$ cat config.mk
export PLATFORM = sky130hd
export DESIGN_NAME = mmd_router
export DESIGN_NICKNAME = d
export VERILOG_FILES = /design/src/logic/mmd_region_decode.v /design/src/logic/mmd_router.v
export VERILOG_INCLUDE_DIRS = /design/src /design/src/pkg
export SDC_FILE = /design/constraint.sdc
export NUM_CORES = 1
export LEC_CHECK = 0
export ABC_AREA = 1
export ABC_CLOCK_PERIOD_IN_PS = 3350
export BUFFER_PORTS_ARGS = -buffer_cell sky130_fd_sc_hd__buf_4
export CORE_AREA = 10 10 207 209
export DETAILED_ROUTE_END_ITERATION = 6
export DIE_AREA = 0 0 217 219
export PLACE_DENSITY = 0.62
export SKIP_CTS_REPAIR_TIMING = 1
export SYNTH_ARGS = -nofsm -noshare
export SYNTH_HDL_FRONTEND = slang
export SYNTH_HIERARCHICAL = 1
export SYNTH_SLANG_ARGS = --single-unit
$ cat constraint.sdc
create_clock -name i_clk -period 3.35 [get_ports i_clk]
set_clock_uncertainty 0.2 [all_clocks]
set_input_delay 0.67 -clock i_clk [delete_from_list [all_inputs] [get_ports i_clk]]
set_output_delay 0.67 -clock i_clk [all_outputs]
set_load 0.05 [all_outputs]
$ cat src/pkg/mmd_map.vh
`ifndef MMD_MAP_VH
`define MMD_MAP_VH

// address space geometry
`define MMD_ADDR_W 24
`define MMD_SEG_W 8
`define MMD_PAGE_W 2
`define MMD_SEG_MSB 23
`define MMD_SEG_LSB 16
`define MMD_PAGE_MSB 15
`define MMD_PAGE_LSB 14

// region table, entry 0 in the low bits, ascending address order
`define MMD_NREG 20
`define MMD_REGION_LO {24'hffff00, 24'he80000, 24'he00000, 24'hcc0000, 24'hc80000, \
    24'hc40000, 24'hc00000, 24'h400000, 24'h210000, 24'h20b000, 24'h208000, 24'h204000, \
    24'h200000, 24'h010000, 24'h00fe00, 24'h00f600, 24'h00f000, 24'h00e000, 24'h00a000, \
    24'h000000}
`define MMD_REGION_HI {24'hffffff, 24'he87fff, 24'he07fff, 24'hccffff, 24'hcbffff, \
    24'hc7ffff, 24'hc3ffff, 24'hbfffff, 24'h3fffff, 24'h20bbff, 24'h20afff, 24'h205fff, \
    24'h203fff, 24'h1fffff, 24'h00ffff, 24'h00fdff, 24'h00f1ff, 24'h00efff, 24'h00dfff, \
    24'h007fff}
`define MMD_REGION_TGT {4'hc, 4'h5, 4'h4, 4'h3, 4'h2, 4'h1, 4'h0, 4'hb, 4'hb, 4'hb, \
    4'hb, 4'hb, 4'hb, 4'hb, 4'h8, 4'h7, 4'h9, 4'ha, 4'h6, 4'hb}

// external io window with relaxed pipelining
`define MMD_EXTIO_LO 24'h210000
`define MMD_EXTIO_HI 24'h3fffff

// target select indices
`define MMD_NTGT 14
`define MMD_TGT_IDX_W 4
`define MMD_T_FLASH0 0
`define MMD_T_FLASH3 3
`define MMD_T_PROGRAM_SRAM 4
`define MMD_T_EMULATED_PROGRAM_RAM 5
`define MMD_T_DATA_SRAM 6
`define MMD_T_DUAL_PORT_RAM 7
`define MMD_T_SFR 8
`define MMD_T_EXTENDED_FUNCTION_REGS 9
`define MMD_T_XSFR 10
`define MMD_T_EXT 11
`define MMD_T_IMB 12
`define MMD_T_TRAP 13
`define MMD_SEL_TRAP 14'h2000
`define MMD_SEL_NONE 14'h0000

// flash geometry
`define MMD_NSECT 208
`define MMD_SECT_MSB 19
`define MMD_SECT_LSB 12
`define MMD_MOD_MSB 19
`define MMD_MOD_LSB 18
`define MMD_LINE_LSB 4
`define MMD_BLK_MSB 11
`define MMD_BLK_LSB 7
`define MMD_ISEC_TAG 12'hc0f
`define MMD_PROGRAM_SRAM_OFS_MSB 14

// dual-port ram bit-addressable top area
`define MMD_DP_BIT_TAG 8'hfd

// read-protection password
`define MMD_PW_WORDS 4
`define MMD_PW_W 16

`endif
$ cat src/logic/mmd_region_decode.v
`timescale 1ns/100ps
`include "mmd_map.vh"

module mmd_region_decode (
    input wire [`MMD_ADDR_W-1:0] i_addr,
    input wire i_has_ext_bus,
    output reg [`MMD_NTGT-1:0] o_sel,
    output wire o_reserved,
    output wire o_extio
);
    localparam [`MMD_NREG*`MMD_ADDR_W-1:0] REG_LO = `MMD_REGION_LO;
    localparam [`MMD_NREG*`MMD_ADDR_W-1:0] REG_HI = `MMD_REGION_HI;
    localparam [`MMD_NREG*`MMD_TGT_IDX_W-1:0] REG_TGT = `MMD_REGION_TGT;

    wire [`MMD_NREG-1:0] hit;
    integer k;

    genvar g;
    generate
        for (g = 0; g < `MMD_NREG; g = g + 1) begin : g_region
            // regions are disjoint, so at most one entry hits
            assign hit[g] = (i_addr >= REG_LO[g*`MMD_ADDR_W +: `MMD_ADDR_W]) &&
                            (i_addr <= REG_HI[g*`MMD_ADDR_W +: `MMD_ADDR_W]);
        end
    endgenerate

    assign o_reserved = ~|hit;
    assign o_extio = (i_addr >= `MMD_EXTIO_LO) && (i_addr <= `MMD_EXTIO_HI);

    always @* begin
        o_sel = `MMD_SEL_NONE;
        for (k = 0; k < `MMD_NREG; k = k + 1) begin
            if (hit[k]) begin
                o_sel[REG_TGT[k*`MMD_TGT_IDX_W +: `MMD_TGT_IDX_W]] = 1'b1;
            end
        end
        if (o_reserved) begin
            if (i_has_ext_bus) begin
                o_sel[`MMD_T_EXT] = 1'b1;
            end else begin
                o_sel[`MMD_T_TRAP] = 1'b1;
            end
        end
    end
endmodule // mmd_region_decode

$ cat src/logic/mmd_router.v
`timescale 1ns/100ps
`include "mmd_map.vh"

// Overview of operation
// - fetches and data share one linear space and one decoder design
// - 16 Mbytes as 256 segments of 64K, four 16K pages each
// - byte and word accesses are accepted at every address
// - data memories and both register areas decode inside segment 0
// - reserved regions go to the external bus when the part has one
// - top 4K sector of flash segment 0 is internal, not user memory
// - external io region accesses run with pipeline optimizations off
// - all instruction fetches go through the program fetch unit
// - all data transfers go through the data transfer unit
// - two-way system bus carries both units' cross traffic concurrently
// - program sram via fetch unit, low region write-protect of programmable size
// - gpr bank of 16 words or 16 byte halves in dual-port ram
// - top 256 bytes of dual-port ram are bit-addressable
// - any dual-port ram location is bit-addressable when used as gpr
// - two 512-byte register areas of word-wide control registers
// - each flash module is split into 4K sectors
// - per-sector write protection, programming in 128-byte blocks
// - whole flash read-protectable for data reads (fetches ignore it), password sequence unlocks it temporarily
// - flash reads fetch 128-bit lines with error correction on every read
// - accesses to different flash modules may run in parallel
module mmd_router (
    input wire i_clk,
    input wire i_rstn,
    input wire i_has_ext_bus,
    input wire i_sys_mode,
    input wire i_fetch_req,
    input wire [`MMD_ADDR_W-1:0] i_fetch_addr,
    input wire i_data_req,
    input wire [`MMD_ADDR_W-1:0] i_data_addr,
    input wire i_data_wr,
    input wire i_data_word,
    input wire i_data_bitop,
    input wire i_data_gpr,
    input wire [`MMD_ADDR_W-1:0] i_cp,
    input wire [3:0] i_gpr_num,
    input wire [15:0] i_program_sram_wp_size,
    input wire [`MMD_NSECT-1:0] i_flash_wp,
    input wire i_flash_rd_prot,
    input wire [`MMD_PW_WORDS*`MMD_PW_W-1:0] i_password,
    input wire i_pw_valid,
    input wire [`MMD_PW_W-1:0] i_pw_word,
    input wire i_relock,
    output reg o_fetch_valid,
    output reg [`MMD_NTGT-1:0] o_fetch_sel,
    output reg [`MMD_ADDR_W-1:0] o_fetch_addr,
    output reg [`MMD_ADDR_W-`MMD_LINE_LSB-1:0] o_fetch_line,
    output reg o_fetch_ecc,
    output reg o_fetch_sysbus,
    output reg o_fetch_noopt,
    output reg o_fetch_trap,
    output reg o_data_valid,
    output reg [`MMD_NTGT-1:0] o_data_sel,
    output reg [`MMD_ADDR_W-1:0] o_data_addr,
    output reg o_data_wr,
    output reg o_data_word,
    output reg o_data_bitop,
    output reg [`MMD_SEG_W-1:0] o_data_seg,
    output reg [`MMD_PAGE_W-1:0] o_data_page,
    output reg [`MMD_SECT_MSB-`MMD_SECT_LSB:0] o_data_sector,
    output reg [`MMD_BLK_MSB-`MMD_BLK_LSB:0] o_data_block,
    output reg [`MMD_ADDR_W-`MMD_LINE_LSB-1:0] o_data_line,
    output reg o_data_ecc,
    output reg o_data_sysbus,
    output reg o_data_noopt,
    output reg o_data_trap,
    output reg o_data_wait,
    output reg o_flash_unlocked
);
    localparam [1:0] PW_LOCKED = 2'd0;
    localparam [1:0] PW_SEQ = 2'd1;
    localparam [1:0] PW_OPEN = 2'd2;
    localparam [1:0] PW_LAST = 2'd3;

    reg [1:0] pw_state;
    reg [1:0] pw_idx;
    reg [1:0] next_pw_state;
    reg [1:0] next_pw_idx;

    wire [`MMD_NTGT-1:0] f_sel;
    wire f_rsv;
    wire f_extio;
    wire [`MMD_NTGT-1:0] d_sel;
    wire d_rsv;
    wire d_extio;
    wire [`MMD_ADDR_W-1:0] gpr_addr;
    wire [`MMD_ADDR_W-1:0] d_addr;

    // byte halves: num[2:0] picks the word, num[3] picks the high byte
    assign gpr_addr = i_data_word ?
        i_cp + {19'h00000, i_gpr_num, 1'b0} :
        i_cp + {20'h00000, i_gpr_num[2:0], i_gpr_num[3]};
    assign d_addr = i_data_gpr ? gpr_addr : i_data_addr;

    // same decoder structure for both ports keeps one coherent map
    mmd_region_decode u_fetch_dec (
        .i_addr(i_fetch_addr),
        .i_has_ext_bus(i_has_ext_bus),
        .o_sel(f_sel),
        .o_reserved(f_rsv),
        .o_extio(f_extio)
    );

    mmd_region_decode u_data_dec (
        .i_addr(d_addr),
        .i_has_ext_bus(i_has_ext_bus),
        .o_sel(d_sel),
        .o_reserved(d_rsv),
        .o_extio(d_extio)
    );

    // fetch side
    wire f_flash = |f_sel[`MMD_T_FLASH3:`MMD_T_FLASH0];
    wire f_isec = (i_fetch_addr[23:12] == `MMD_ISEC_TAG);
    wire f_trap = f_sel[`MMD_T_TRAP] | (f_isec & ~i_sys_mode);
    wire f_progmem = f_flash | f_sel[`MMD_T_PROGRAM_SRAM] | f_sel[`MMD_T_EMULATED_PROGRAM_RAM];
    // untrapped fetches from anything but program memory cross the system bus
    wire f_sysbus = ~f_trap & ~f_progmem;

    // data side
    wire d_flash = |d_sel[`MMD_T_FLASH3:`MMD_T_FLASH0];
    wire d_isec = (d_addr[23:12] == `MMD_ISEC_TAG);
    wire d_program_sram_wp = i_data_wr & d_sel[`MMD_T_PROGRAM_SRAM] &
        ({1'b0, d_addr[`MMD_PROGRAM_SRAM_OFS_MSB:0]} < i_program_sram_wp_size);
    wire d_sfr_area = d_sel[`MMD_T_SFR] | d_sel[`MMD_T_EXTENDED_FUNCTION_REGS];
    wire d_dp_top = d_sel[`MMD_T_DUAL_PORT_RAM] & (d_addr[15:8] == `MMD_DP_BIT_TAG);
    wire d_bit_ok = i_data_gpr | d_sfr_area | d_dp_top;
    wire d_bit_bad = i_data_bitop & ~d_bit_ok;
    wire d_sect_wp = d_flash & i_data_wr &
        i_flash_wp[d_addr[`MMD_SECT_MSB:`MMD_SECT_LSB]];
    wire d_rd_prot = d_flash & ~i_data_wr & i_flash_rd_prot &
        (pw_state != PW_OPEN);
    wire d_trap = d_sel[`MMD_T_TRAP] | (d_isec & ~i_sys_mode) | d_bit_bad |
        d_sect_wp | d_rd_prot | d_program_sram_wp;
    wire d_progmem = d_flash | d_sel[`MMD_T_PROGRAM_SRAM] | d_sel[`MMD_T_EMULATED_PROGRAM_RAM];
    // program memory and external targets are reached over the system bus
    wire d_sysbus = ~d_trap & (d_progmem | d_sel[`MMD_T_EXT]);

    // one flash module serves one access per cycle; distinct modules overlap
    wire f_flash_go = i_fetch_req & f_flash & ~f_trap;
    wire d_flash_go = i_data_req & d_flash & ~d_trap;
    wire flash_clash = f_flash_go & d_flash_go &
        (i_fetch_addr[`MMD_MOD_MSB:`MMD_MOD_LSB] ==
         d_addr[`MMD_MOD_MSB:`MMD_MOD_LSB]);

    // password sequence; a wrong word restarts from the first
    always @* begin
        next_pw_state = pw_state;
        next_pw_idx = pw_idx;
        case (pw_state)
            PW_LOCKED,
            PW_SEQ: begin
                if (i_pw_valid) begin
                    if (i_pw_word == i_password[pw_idx*`MMD_PW_W +: `MMD_PW_W]) begin
                        if (pw_idx == PW_LAST) begin
                            next_pw_state = PW_OPEN;
                            next_pw_idx = 2'd0;
                        end else begin
                            next_pw_state = PW_SEQ;
                            next_pw_idx = pw_idx + 2'd1;
                        end
                    end else begin
                        next_pw_state = PW_LOCKED;
                        next_pw_idx = 2'd0;
                    end
                end
            end
            PW_OPEN: begin
                // unlock is only temporary
                if (i_relock) begin
                    next_pw_state = PW_LOCKED;
                    next_pw_idx = 2'd0;
                end
            end
            default: begin
                next_pw_state = PW_LOCKED;
                next_pw_idx = 2'd0;
            end
        endcase
    end

    always @(posedge i_clk or negedge i_rstn) begin
        if (!i_rstn) begin
            pw_state <= PW_LOCKED;
            pw_idx <= 2'd0;
            o_flash_unlocked <= 1'b0;
        end else begin
            pw_state <= next_pw_state;
            pw_idx <= next_pw_idx;
            o_flash_unlocked <= (next_pw_state == PW_OPEN);
        end
    end

    // fetch path to the program fetch unit
    always @(posedge i_clk or negedge i_rstn) begin
        if (!i_rstn) begin
            o_fetch_valid <= 1'b0;
            o_fetch_sel <= `MMD_SEL_NONE;
            o_fetch_addr <= 24'h000000;
            o_fetch_line <= 20'h00000;
            o_fetch_ecc <= 1'b0;
            o_fetch_sysbus <= 1'b0;
            o_fetch_noopt <= 1'b0;
            o_fetch_trap <= 1'b0;
        end else begin
            o_fetch_valid <= i_fetch_req;
            if (i_fetch_req) begin
                o_fetch_sel <= f_trap ? `MMD_SEL_TRAP : f_sel;
                o_fetch_addr <= i_fetch_addr;
                o_fetch_line <= i_fetch_addr[`MMD_ADDR_W-1:`MMD_LINE_LSB];
                o_fetch_ecc <= f_flash & ~f_trap;
                o_fetch_sysbus <= f_sysbus;
                o_fetch_noopt <= f_extio & ~f_trap;
                o_fetch_trap <= f_trap;
            end else begin
                o_fetch_sel <= `MMD_SEL_NONE;
                o_fetch_ecc <= 1'b0;
                o_fetch_sysbus <= 1'b0;
                o_fetch_noopt <= 1'b0;
                o_fetch_trap <= 1'b0;
            end
        end
    end

    // data path to the data transfer unit; a clash holds the data side
    always @(posedge i_clk or negedge i_rstn) begin
        if (!i_rstn) begin
            o_data_valid <= 1'b0;
            o_data_sel <= `MMD_SEL_NONE;
            o_data_addr <= 24'h000000;
            o_data_wr <= 1'b0;
            o_data_word <= 1'b0;
            o_data_bitop <= 1'b0;
            o_data_seg <= 8'h00;
            o_data_page <= 2'h0;
            o_data_sector <= 8'h00;
            o_data_block <= 5'h00;
            o_data_line <= 20'h00000;
            o_data_ecc <= 1'b0;
            o_data_sysbus <= 1'b0;
            o_data_noopt <= 1'b0;
            o_data_trap <= 1'b0;
            o_data_wait <= 1'b0;
        end else begin
            o_data_wait <= i_data_req & flash_clash;
            o_data_valid <= i_data_req & ~flash_clash;
            if (i_data_req && !flash_clash) begin
                o_data_sel <= d_trap ? `MMD_SEL_TRAP : d_sel;
                o_data_addr <= d_addr;
                o_data_wr <= i_data_wr;
                // width passes through untouched wherever the target is
                o_data_word <= i_data_word;
                o_data_bitop <= i_data_bitop & d_bit_ok;
                o_data_seg <= d_addr[`MMD_SEG_MSB:`MMD_SEG_LSB];
                o_data_page <= d_addr[`MMD_PAGE_MSB:`MMD_PAGE_LSB];
                o_data_sector <= d_addr[`MMD_SECT_MSB:`MMD_SECT_LSB];
                o_data_block <= d_addr[`MMD_BLK_MSB:`MMD_BLK_LSB];
                o_data_line <= d_addr[`MMD_ADDR_W-1:`MMD_LINE_LSB];
                o_data_ecc <= d_flash & ~d_trap & ~i_data_wr;
                o_data_sysbus <= d_sysbus;
                o_data_noopt <= d_extio & ~d_trap;
                // unused register addresses are not trapped; software keeps off them
                o_data_trap <= d_trap;
            end else begin
                o_data_sel <= `MMD_SEL_NONE;
                o_data_wr <= 1'b0;
                o_data_bitop <= 1'b0;
                o_data_ecc <= 1'b0;
                o_data_sysbus <= 1'b0;
                o_data_noopt <= 1'b0;
                o_data_trap <= 1'b0;
            end
        end
    end
endmodule // mmd_router

Word level (Yosys, flattened, before mapping)
Index checks and enable logic that the tools add are counted.
{"block": "op_classes", "shifts": 1, "muxes": 75, "multipliers": 0, "eq_ne": 12, "add_sub_neg": 3, "bitwise": 48, "reduce_logical": 49, "div": 0, "magnitude_cmp": 82}
{"op": "$le 24x24->1 const B", "count": 16}
{"op": "$ge 24x24->1 const B", "count": 14}
{"op": "$ge 24x16->1 const B", "count": 10}
{"op": "$ge 24x22->1 const B", "count": 10}
{"op": "$le 24x16->1 const B", "count": 10}
{"op": "$le 24x22->1 const B", "count": 10}
{"op": "$shiftx 64x7->16", "count": 1}
{"op": "$mux 1", "count": 58}
{"op": "$mux 14", "count": 4}
{"op": "$ge 24x1->1 const B", "count": 2}
{"op": "$ge 24x17->1 const B", "count": 2}
{"op": "$ge 24x23->1 const B", "count": 2}
{"op": "$le 24x15->1 const B", "count": 2}
{"op": "$le 24x21->1 const B", "count": 2}
{"op": "$mux 24", "count": 2}
{"op": "$logic_and 1x1->1", "count": 41}
{"op": "$reduce_or 20->1", "count": 2}
{"op": "$and 1x1->1", "count": 27}
{"op": "$add 24x4->24", "count": 1}
{"op": "$add 24x5->24", "count": 1}
{"op": "$eq 12x12->1 const B", "count": 2}
{"op": "$eq 16x16->1", "count": 1}
{"op": "$lt 15x16->1", "count": 1}
{"op": "$mux 2", "count": 8}
{"op": "other kinds (16)", "count": 41}
{"block": "totals", "ff_bits": 158, "mem_bits_ro": 0, "latchBits": 0, "mem_bits_rw": 0, "inputBits": 393, "word_cells": 297, "output_inout_bits": 154, "memories": 0}

Logic depth before layout (Yosys ltp)
Gate-level depths: netlist of the first run.
{"block": "depth", "depth_word": 22, "ltp_mapped": 39, "ltp_nobuf": 37}

Hierarchy
The synthesis of the first run kept the hierarchy.
{"module": "mmd_router", "area_each_um2": 9419.0, "seq_area_each_um2": 2377.3, "n_inst": 1, "cells_each": 1509}
{"module": "mmd_region_decode", "area_each_um2": 645.6, "seq_area_each_um2": 0.0, "n_inst": 2, "cells_each": 131}

Worst setup path before layout of the first run
Ideal clock, no wire load.
{"block": "synth_path", "path_type": "input -> register", "startpoint": "input port i_cp[1]", "endpoint": "register o_data_addr[16]", "path_slack_ns": -1.497, "arrival_ns": 4.581, "n_path_buf": 2, "stages": 37, "setup_ns": 0.066, "required_ns": 3.084, "cell_sequence": "ha_1 -> inv_1 -> fa_1 -> inv_1 -> nand3_1 -> nand3_1 -> nand2_1 -> nor2_1 -> inv_1 -> nor2_1 -> nand2_1 -> inv_1 -> nand4_1 -> nor2_1 -> nand4_1 -> xor2_1 -> nand2_1 -> nand2_1 -> inv_1 -> nand2_1 -> nor2_1 -> inv_2 -> nor2_1 -> nor2_1 -> nand3_2 -> nor2_4 -> nand3_2 -> nor2_2 -> a211oi_1 -> nand2_2 -> nor2_8 -> nand4_4 -> nand2_4 -> buf_6 -> buf_12 -> nand2_2 -> nand2_2"}
{"block": "synth_between", "elab_cells_between_ends": 107, "classes_between": "add/sub (2); order compare (41); eq/ne (3); mux (13); bitwise (24); reduce/logical (24)"}
{"item": "start, declared", "line": "mmd_router.v:38", "source": "input wire [`MMD_ADDR_W-1:0] i_cp,"}
{"item": "$add 24x4->24 / $add 24x5->24 (equally long branches)", "line": "mmd_router.v:95, mmd_router.v:94"}
{"item": "$mux 24 *", "line": "mmd_router.v:93", "source": "assign gpr_addr = i_data_word ?"}
{"item": "$mux 24 *", "line": "mmd_router.v:96", "source": "assign d_addr = i_data_gpr ? gpr_addr : i_data_addr;"}
{"item": "named net d_addr[23]", "line": "mmd_router.v:90", "source": "wire [`MMD_ADDR_W-1:0] d_addr;"}
{"item": "$ge 24x24->1 / $le 24x24->1 (equally long branches)", "line": "mmd_region_decode.v:22, mmd_region_decode.v:23"}
{"item": "$logic_and 1x1->1 *", "line": "mmd_region_decode.v:22", "source": "assign hit[g] = (i_addr >= REG_LO[g*`MMD_ADDR_W +: `MMD_ADDR_W]) &&"}
{"item": "$mux 1 *", "line": "mmd_region_decode.v:33", "source": "if (hit[k]) begin"}
{"item": "named net d_sel[4]", "line": "mmd_router.v:86", "source": "wire [`MMD_NTGT-1:0] d_sel;"}
{"item": "$and 1x1->1 * (2 in series)", "line": "mmd_router.v:126", "source": "wire d_program_sram_wp = i_data_wr & d_sel[`MMD_T_PROGRAM_SRAM] &"}
{"item": "$or 1x1->1 *", "line": "mmd_router.v:136", "source": "wire d_trap = d_sel[`MMD_T_TRAP] | (d_isec & ~i_sys_mode) | d_bit_bad |"}
{"item": "$not 1->1 *", "line": "mmd_router.v:144", "source": "wire d_flash_go = i_data_req & d_flash & ~d_trap;"}
{"item": "$and 1x1->1 *", "line": "mmd_router.v:144"}
{"item": "$and 1x1->1 * (2 in series)", "line": "mmd_router.v:145", "source": "wire flash_clash = f_flash_go & d_flash_go &"}
{"item": "$logic_not 1->1 *", "line": "mmd_router.v:250", "source": "if (i_data_req && !flash_clash) begin"}
{"item": "$logic_and 1x1->1 *", "line": "mmd_router.v:250"}
{"item": "end signal, assigned", "line": "mmd_router.v:252", "source": "o_data_addr <= d_addr;"}
{"item": "end, declared", "line": "mmd_router.v:57", "source": "output reg [`MMD_ADDR_W-1:0] o_data_addr,"}
Mark *: on every way through the listed nets, which the timed path passes. The rest lies on a longest branch. The select of a mux whose other input is x is not followed.
A chain may end at the register's enable or synchronous reset.

Worst setup path in the final report of the first run
{"block": "layout_path", "startpoint": "input port i_gpr_num[0]", "endpoint": "register o_data_addr[19]"}
{"block": "layout_between", "elab_cells_between_ends": 107, "classes_between": "add/sub (2); order compare (41); eq/ne (3); mux (13); bitwise (24); reduce/logical (24)"}
{"item": "start, declared", "line": "mmd_router.v:39", "source": "input wire [3:0] i_gpr_num,"}
{"item": "$add 24x4->24 / $add 24x5->24 (equally long branches)", "line": "mmd_router.v:95, mmd_router.v:94"}
{"item": "$mux 24 *", "line": "mmd_router.v:93"}
{"item": "$mux 24 *", "line": "mmd_router.v:96"}
{"item": "named net d_addr[23]", "line": "mmd_router.v:90"}
{"item": "$ge 24x22->1 (tied with other cells)", "line": "mmd_region_decode.v:22"}
{"item": "$logic_and 1x1->1", "line": "mmd_region_decode.v:22"}
{"item": "$reduce_or 20->1 *", "line": "mmd_region_decode.v:27", "source": "assign o_reserved = ~|hit;"}
{"item": "$mux 1 *", "line": "mmd_region_decode.v:37", "source": "if (o_reserved) begin"}
{"item": "named net d_sel[13]", "line": "mmd_router.v:86"}
{"item": "$or 1x1->1 * (5 in series)", "line": "mmd_router.v:136"}
{"item": "$not 1->1 *", "line": "mmd_router.v:144"}
{"item": "$and 1x1->1 *", "line": "mmd_router.v:144"}
{"item": "$and 1x1->1 * (2 in series)", "line": "mmd_router.v:145"}
{"item": "$logic_not 1->1 *", "line": "mmd_router.v:250"}
{"item": "$logic_and 1x1->1 *", "line": "mmd_router.v:250"}
Marks and branches as above.

==> impl_metrics.json, run 1 <==
{
  "row_count": 72,
  "design_area_um2": 17200,
  "grt_pass1_wl_mm": 79.5,
  "regArea_um2": 2380,
  "leakagePower_nw": 9.77,
  "n_antenna_cell": 0,
  "ant_nets": 0,
  "coreArea_um2": 38600,
  "avgSynthCellArea_um2": 6.05,
  "clock-sinks": 95,
  "power.switching_mw": 2.17,
  "dp_hpwl_mm": 45.4,
  "firstDrtPassIters": 5,
  "vias_per_cell": 4.67,
  "grt_max_degree": 73,
  "relSlewSlack": 0.399,
  "fillers": 4000,
  "syn_to_final_growth_pct": 60.4,
  "crit_arrival_ns": 4.67,
  "post-route-period-util": 1.37,
  "layout_setup_ws_ns": -1.24,
  "route.detailed.drc": 0,
  "die_height_um": 219,
  "power_frac_comb": 0.522,
  "grt_usage": 0.209,
  "vias": 13900,
  "yosys_warnings": 6,
  "max_stage_delay_ns": 0.37,
  "critPathMaxFanout": 7,
  "nets": 2865,
  "root_buffer": "clkbuf_16",
  "dpl_cell_area_um2": 16500,
  "insertion_delay_ns": 0.35,
  "portBuffers": 546,
  "io_pins": 547,
  "internal_power_mw": 2.90,
  "post-route-util": 0.445,
  "cap_viol_max_count": 0,
  "finalSetupViolCount": 47,
  "slew_viol_final": 0,
  "wl_mm": 53.1,
  "status": "complete, but fails checks",
  "worstSetupPathType": "in2reg",
  "path_common_cell": "nand2_2",
  "gp_congestion": 0.950,
  "final-hold-violation-count": 0,
  "tightest_slew_ns": 0.901,
  "slowest_stage": "fa_2",
  "powerDensity_nw_per_um2": 295,
  "wl_per_cell_um": 17.9,
  "drt_iter0_markers": 941,
  "start_kind": "input port",
  "end_kind": "flip-flop",
  "seqPwrFrac": 0.258,
  "clk_pin_slew_ns": 0.08,
  "fmax_mhz": 218,
  "htreeDepth": 3,
  "layout-drive-gt1-share": 0.398,
  "start_util": 0.278,
  "grt-ovfl-total": 0,
  "multi_input_area_um2": 6350,
  "hold_class": "in2async",
  "syn_inst": 1769,
  "violations": "setup timing",
  "required_ns": 3.44,
  "rsz0062_at_grt": "yes",
  "whs_ns": 0.255,
  "fin_crit_ns": 4.59,
  "netSwitchingFraction": 0.427,
  "first_global_vias": 14200,
  "power_frac_clock": 0.220,
  "cts_max_path_buffers": 2,
  "syn_area_um2": 10700,
  "peakVddDrop_mv": 0.262,
  "die_w_um": 217,
  "antenna_found_initial": 0,
  "cts_made_buffers": 9,
  "synth_nets": 2184,
  "die_area_um2": 47500,
  "cts_tree": "built"
}
[routing by layer]
| metal | global-route usage | routed length (um) | up-vias |
|---|---|---|---|
| li1 | - | - | 6872 |
| met1 | 0.238 | 21200 | 6413 |
| met2 | 0.378 | 26200 | 545 |
| met3 | 0.0469 | 3910 | 54 |
| met4 | 0.0715 | 1870 | 0 |
| met5 | 0 | 0 | - |
[critical path: cells and delay by family]
kind / cells / cell delay [ns]
and+or+nand+nor: 26 / 2.58
xor gates and xnor gates: 1 / 0.14
adders and majority gates: 2 / 0.50
buffers and inverters: 7 / 0.56
AOI/OAI and AO/OA: 1 / 0.20
[power by group through the flow]
stage / clock network (mW) / logic [mW] / registers, mW
after floorplan: 0 / 1.28 / 1.55
after global placement: 0 / 2.59 / 1.32
after detailed placement: 0 / 2.60 / 1.32
after CTS: 1.14 / 2.61 / 1.30
after global routing: 1.19 / 2.85 / 1.32
final: 1.11 / 2.64 / 1.31
[flip-flops by register name, summed over array words and instances, names as in the netlist, 2 cells and up]
| name | cells |
|---|---|
| o_data_addr | 24 |
| o_fetch_addr | 24 |
| o_data_sel | 14 |
| pw_idx | 2 |
| o_fetch_sel | 14 |
| pw_state | 2 |
[final timing paths]
path | startpoint | end | slack (ns) | cells after the start
max | i_gpr_num[0] | o_data_addr[19] | -1.24 | 37
min | i_rstn | o_fetch_addr[8] | 0.25 | 1
min reg2reg | o_fetch_addr[2] | o_fetch_addr[2] | 0.28 | 2
min in group i_clk | o_fetch_addr[2] | o_fetch_addr[2] | 0.28 | 2
max reg2reg | pw_idx[1] | pw_idx[0] | 0.34 | 10
max in group asynchronous | i_rstn | o_data_addr[22] | 1.94 | 2
[layout make-up]
cell class,count,share of cell area
flip-flops and latches,95,0.138
inverters,304,0.0669
repair buffers,811,0.368
multi-input cells,1229,0.370
clock inverters,7,0.00569
clock buffers,9,0.0131
well taps,518,0.0378
[layout by cell type (no fill, tap or decap), drive strengths merged]
cell / instances
buf: 809
nand2: 521
inv: 302
nand3: 301
nor2: 153
dfrtp: 95
o21ai: 64
nand4: 31
a21oi: 31
ha: 20
nor3: 15
xor2: 13
o22ai: 11
nand3b: 11
clkbuf: 11
xnor2: 10
nor4: 10
or2: 9
clkinv: 8
o211ai: 7
a32o: 6
a31oi: 2
a211oi: 2
o2111ai: 2
fa: 2
a22o: 1
a221oi: 1
and3: 1
nor4b: 1
a22oi: 1
a2111oi: 1
or4: 1
mux2: 1
bufinv: 1
[stage by stage]
stage	instances	worst slack, ns	setup TNS, ns	power (mW)
after detailed placement	2946	-1.71	-77.22	3.93
after global routing	2973	-1.62	-74.35	5.35
final	2973	-1.24	-56.48	5.07
after floorplan	1769	-1.29	-54.16	2.83
after global placement	2946	-1.46	-66.01	3.91
after CTS	2962	-1.34	-60.27	5.06
Note: power is estimated with default switching activity, not from simulation.
==> run 2: changes to the inputs <==
--- a/config.mk
+++ b/config.mk
@@ -9,10 +9,10 @@
 export ABC_AREA = 1
 export ABC_CLOCK_PERIOD_IN_PS = 3350
 export BUFFER_PORTS_ARGS = -buffer_cell sky130_fd_sc_hd__buf_4
-export CORE_AREA = 10 10 207 209
+export CORE_AREA = 10 10 203 205
 export DETAILED_ROUTE_END_ITERATION = 6
-export DIE_AREA = 0 0 217 219
-export PLACE_DENSITY = 0.62
+export DIE_AREA = 0 0 213 215
+export PLACE_DENSITY = 0.64
 export SKIP_CTS_REPAIR_TIMING = 1
 export SYNTH_ARGS = -nofsm -noshare
 export SYNTH_HDL_FRONTEND = slang
==> impl_metrics.json, run 2 (synthesized netlist as in run 1, its figures left out) <==
{
  "cap_viol_max_count": 0,
  "r2r_end": "pw_idx[0]",
  "dp_slack_ns": -1.66,
  "coreArea_um2": 37200,
  "setup_tns_ns": -53.32,
  "grt_max_degree": 71,
  "die_area_um2": 45800,
  "rsz0062_at_grt": "yes",
  "grt-ovfl-total": 0,
  "multi_input_area_um2": 6390,
  "dp_cells": 2891,
  "worstSetupPathType": "in2reg",
  "cts_made_buffers": 9,
  "status": "complete, but fails checks",
  "vias": 13900,
  "fillers": 3878,
  "clk_pin_slew_ns": 0.08,
  "regArea_um2": 2380,
  "r2r_slack_ns": 0.43,
  "slew_viol_final": 0,
  "startpoint": "i_gpr_num[0]",
  "insertion_delay_ns": 0.34,
  "finalSetupViolCount": 47,
  "cts_tree": "built",
  "firstDrtPassIters": 7,
  "io_pins": 547,
  "htreeDepth": 3,
  "layout_common_cells": "buf_4, nand2_1, nand3_1, inv_1, nor2_1",
  "die_height_um": 215,
  "dpl_cell_area_um2": 16400,
  "layout_setup_ws_ns": -1.17,
  "syn_to_final_growth_pct": 59.1,
  "post-route-period-util": 1.35,
  "layout-drive-gt1-share": 0.395,
  "die_w_um": 213,
  "cts_max_path_buffers": 2,
  "fmax_mhz": 221,
  "hold_class": "in2async",
  "reg_top3": "o_data_addr x24, o_fetch_addr x24",
  "grt_pass1_wl_mm": 79.1,
  "dp_hpwl_mm": 45.3,
  "antenna_found_initial": 2,
  "clock-sinks": 95,
  "drt_iter0_markers": 915,
  "required_ns": 3.44,
  "max_stage_delay_ns": 0.38,
  "whs_ns": 0.244,
  "critPathMaxFanout": 8,
  "end_kind": "flip-flop",
  "root_buffer": "clkbuf_16",
  "slowest_stage": "fa_2",
  "nets": 2851,
  "vias_per_cell": 4.76,
  "start_util": 0.288,
  "wl_per_cell_um": 18.1,
  "post-route-util": 0.457,
  "violations": "setup timing",
  "gp_congestion": 0.954,
  "start_kind": "input port",
  "route.detailed.drc": 0,
  "final-hold-violation-count": 0,
  "peakVddDrop_mv": 0.234,
  "tightest_slew_ns": 0.876,
  "total_power_mw": 4.99,
  "grt_usage": 0.219,
  "rr_startpoint": "pw_idx[0]",
  "leakagePower_nw": 9.67,
  "row_count": 71,
  "wl_mm": 52.8,
  "powerDensity_nw_per_um2": 293,
  "crit_path_end": "o_data_addr[23]",
  "r2r_cells": 10,
  "fin_crit_ns": 4.52,
  "crit_arrival_ns": 4.62,
  "path_common_cell": "nand2_1",
  "ant_nets": 0,
  "relSlewSlack": 0.416,
  "portBuffers": 546,
  "final_common_cell": "buf_4",
  "first_global_vias": 14100,
  "final_cells": 2917,
  "design_area_um2": 17000
}
==> run 2: changes by cell type in the layout (fill, tap and decap cells not counted), sizes merged <==
cell      delta
diode        +2
clkinv       -1
buf         -13
inv          -2
clkinvlp     +3
clkbuf       -1
==> run 2: layout make-up <==
cell class / count / area share
clock buffer: 9 / 0.0132
tap: 474 / 0.0348
multi-input combinational: 1229 / 0.375
timing repair buffer: 797 / 0.365
clock inverter: 7 / 0.00426
inverter: 304 / 0.0677
antenna: 2 / 0.000294
sequential: 95 / 0.140
==> run 2: worst max-delay path: cells and delay by family <==
kind | cells | cell delay [ns]
adder cells (fa/ha/maj) | 2 | 0.51
AO/OA/AOI/OAI | 1 | 0.21
buffers and inverters | 7 | 0.51
XOR/XNOR | 1 | 0.15
AND/OR/NAND/NOR | 27 | 2.56
==> run 2: power breakdown <==
part | switching (mW) | leakage, nW | total, mW | internal, mW
Sequential | 0.0857 | 1.23 | 1.31 | 1.22
Combinational | 1.57 | 8.30 | 2.64 | 1.07
Clock | 0.463 | 0.142 | 1.04 | 0.580
==> run 2: how the worst min path moves through the flow <==
stage / endpoint / start / slack [ns] / cells after the start
4_1_cts: o_fetch_addr[14] / i_rstn / 0.27 / 1
3_3_place_gp: o_fetch_addr[2] / o_fetch_addr[2] / 0.26 / 2
2_1_floorplan: o_data_addr[0] / i_rstn / 0.17 / 0
5_1_grt: o_fetch_addr[14] / i_rstn / 0.31 / 1
6_report: o_fetch_addr[19] / i_rstn / 0.24 / 1
3_5_place_dp: o_fetch_addr[0] / o_fetch_addr[0] / 0.26 / 2
==> run 2: per-layer routing <==
layer / vias up / global-route usage / part of all wire
met1: 6489 / 0.246 / 0.40
met4: 0 / 0.0705 / 0.030
met2: 516 / 0.395 / 0.50
met5: - / 0 / 0
met3: 52 / 0.0537 / 0.076
li1: 6842 / - / -
==> run 3: changes to the inputs <==
--- a/config.mk
+++ b/config.mk
@@ -13,6 +13,7 @@
 export DETAILED_ROUTE_END_ITERATION = 6
 export DIE_AREA = 0 0 213 215
 export PLACE_DENSITY = 0.64
+export RECOVER_POWER = 25
 export SKIP_CTS_REPAIR_TIMING = 1
 export SYNTH_ARGS = -nofsm -noshare
 export SYNTH_HDL_FRONTEND = slang
==> impl_metrics.json, run 3 (synthesized netlist as in run 1, its figures left out) <==
{
  "status": "complete, but fails checks",
  "violations": "capacitance limit, slew limit, setup timing",
  "worstSetupPathType": "in2reg",
  "vias_per_cell": 4.76,
  "layout-drive-gt1-share": 0.394,
  "clock-sinks": 95,
  "cap_viol_max_count": 1,
  "drt_iter0_markers": 915,
  "grt_pass1_wl_mm": 79.1,
  "peakVddDrop_mv": 0.234,
  "crit_path_end": "o_data_addr[23]",
  "post-route-period-util": 1.35,
  "fin_crit_ns": 4.52,
  "io_pins": 547,
  "antenna_found_initial": 2,
  "first_global_vias": 14100,
  "firstDrtPassIters": 7,
  "insertion_delay_ns": 0.34,
  "slew_viol_final": 71,
  "grt_max_degree": 71,
  "dp_hpwl_mm": 45.3,
  "relSlewSlack": -0.155,
  "dp_cells": 2891,
  "required_ns": 3.45,
  "start_kind": "input port",
  "cts_max_path_buffers": 2,
  "die_area_um2": 45800,
  "root_buffer": "clkbuf_16",
  "max_stage_delay_ns": 0.38,
  "tightest_slew_ns": 1.73,
  "end_kind": "flip-flop",
  "final_common_cell": "buf_4",
  "layout_common_cells": "buf_4, nand2_1, nand3_1, inv_1, nor2_1",
  "ant_nets": 0,
  "start_util": 0.288,
  "wl_per_cell_um": 18.1,
  "r2r_end": "pw_idx[0]",
  "clk_pin_slew_ns": 0.08,
  "coreArea_um2": 37200,
  "grt-ovfl-total": 0,
  "multi_input_area_um2": 6390,
  "final-hold-violation-count": 0,
  "portBuffers": 546,
  "fmax_mhz": 221,
  "rsz0062_at_grt": "yes",
  "rr_startpoint": "pw_idx[0]",
  "htreeDepth": 3,
  "final_cells": 2917,
  "route.detailed.drc": 0,
  "regArea_um2": 2380,
  "syn_to_final_growth_pct": 59.0,
  "powerDensity_nw_per_um2": 293,
  "path_common_cell": "nand2_1",
  "reg_top3": "o_data_addr x24, o_fetch_addr x24",
  "row_count": 71,
  "r2r_cells": 10,
  "post-route-util": 0.457,
  "critPathMaxFanout": 8,
  "total_power_mw": 4.99,
  "wl_mm": 52.8,
  "whs_ns": 0.277,
  "die_height_um": 215,
  "die_w_um": 213,
  "nets": 2851,
  "layout_setup_ws_ns": -1.17,
  "finalSetupViolCount": 47,
  "r2r_slack_ns": 0.43,
  "fillers": 3883,
  "slowest_stage": "fa_2",
  "startpoint": "i_gpr_num[0]",
  "vias": 13900,
  "cts_tree": "built",
  "grt_usage": 0.219,
  "crit_arrival_ns": 4.62,
  "gp_congestion": 0.954,
  "cts_made_buffers": 9,
  "leakagePower_nw": 9.66,
  "hold_class": "reg2reg",
  "setup_tns_ns": -53.27
}
-- run 3: cell count changes in the layout (fill, tap and decap cells not counted) --
cell / previous run / this run
clkbuf_1: 0 / 2
buf_4: 774 / 770
clkbuf_2: 0 / 2
-- run 3: final cells by class --
| class | count | share of cell area |
|---|---|---|
| Inverter | 304 | 0.0677 |
| Sequential cell | 95 | 0.140 |
| Antenna cell | 2 | 0.000294 |
| Clock buffer | 9 | 0.0132 |
| Clock inverter | 7 | 0.00427 |
| Multi-Input combinational cell | 1229 | 0.375 |
| Timing Repair Buffer | 797 | 0.364 |
| Tap cell | 474 | 0.0349 |
-- run 3: worst min path at each step --
stage / start / to / slack (ns) / cells after the start
2_1_floorplan: i_rstn / o_data_addr[0] / 0.17 / 0
3_3_place_gp: o_fetch_addr[2] / o_fetch_addr[2] / 0.26 / 2
3_5_place_dp: o_fetch_addr[0] / o_fetch_addr[0] / 0.26 / 2
4_1_cts: i_rstn / o_fetch_addr[14] / 0.27 / 1
5_1_grt: o_fetch_addr[2] / o_fetch_addr[2] / 0.31 / 2
6_report: o_fetch_addr[1] / o_fetch_addr[1] / 0.28 / 2
-- run 3: metrics by stage --
stage,instance area [um^2],setup slack [ns]
2_1_floorplan,10800,-1.29
3_3_place_gp,16400,-1.45
3_5_place_dp,16400,-1.66
4_1_cts,16700,-1.30
5_1_grt,17000,-1.55
6_report,17000,-1.17
-- run 3: worst max-delay path: cells and delay by family --
kind | cells | cell delay [ns]
simple gates | 27 | 2.56
buf+inv | 7 | 0.51
fa+ha+maj | 2 | 0.51
compound gates | 1 | 0.21
xor+xnor | 1 | 0.15
-- run 3: report_power, final --
| group | switching [mW] | total (mW) | internal (mW) |
|---|---|---|---|
| clock | 0.468 | 1.05 | 0.580 |
| combinational | 1.57 | 2.64 | 1.07 |
| sequential | 0.0858 | 1.31 | 1.22 |
| total | 2.12 | 4.99 | 2.87 |
-- run 3: routing by layer --
metal  share of wire  global-route usage  up-vias
li1                -                   -     6843
met1            0.40               0.246     6488
met2            0.50               0.395      509
met3           0.077              0.0537       52
met4           0.030              0.0705        0
met5               0                   0        -
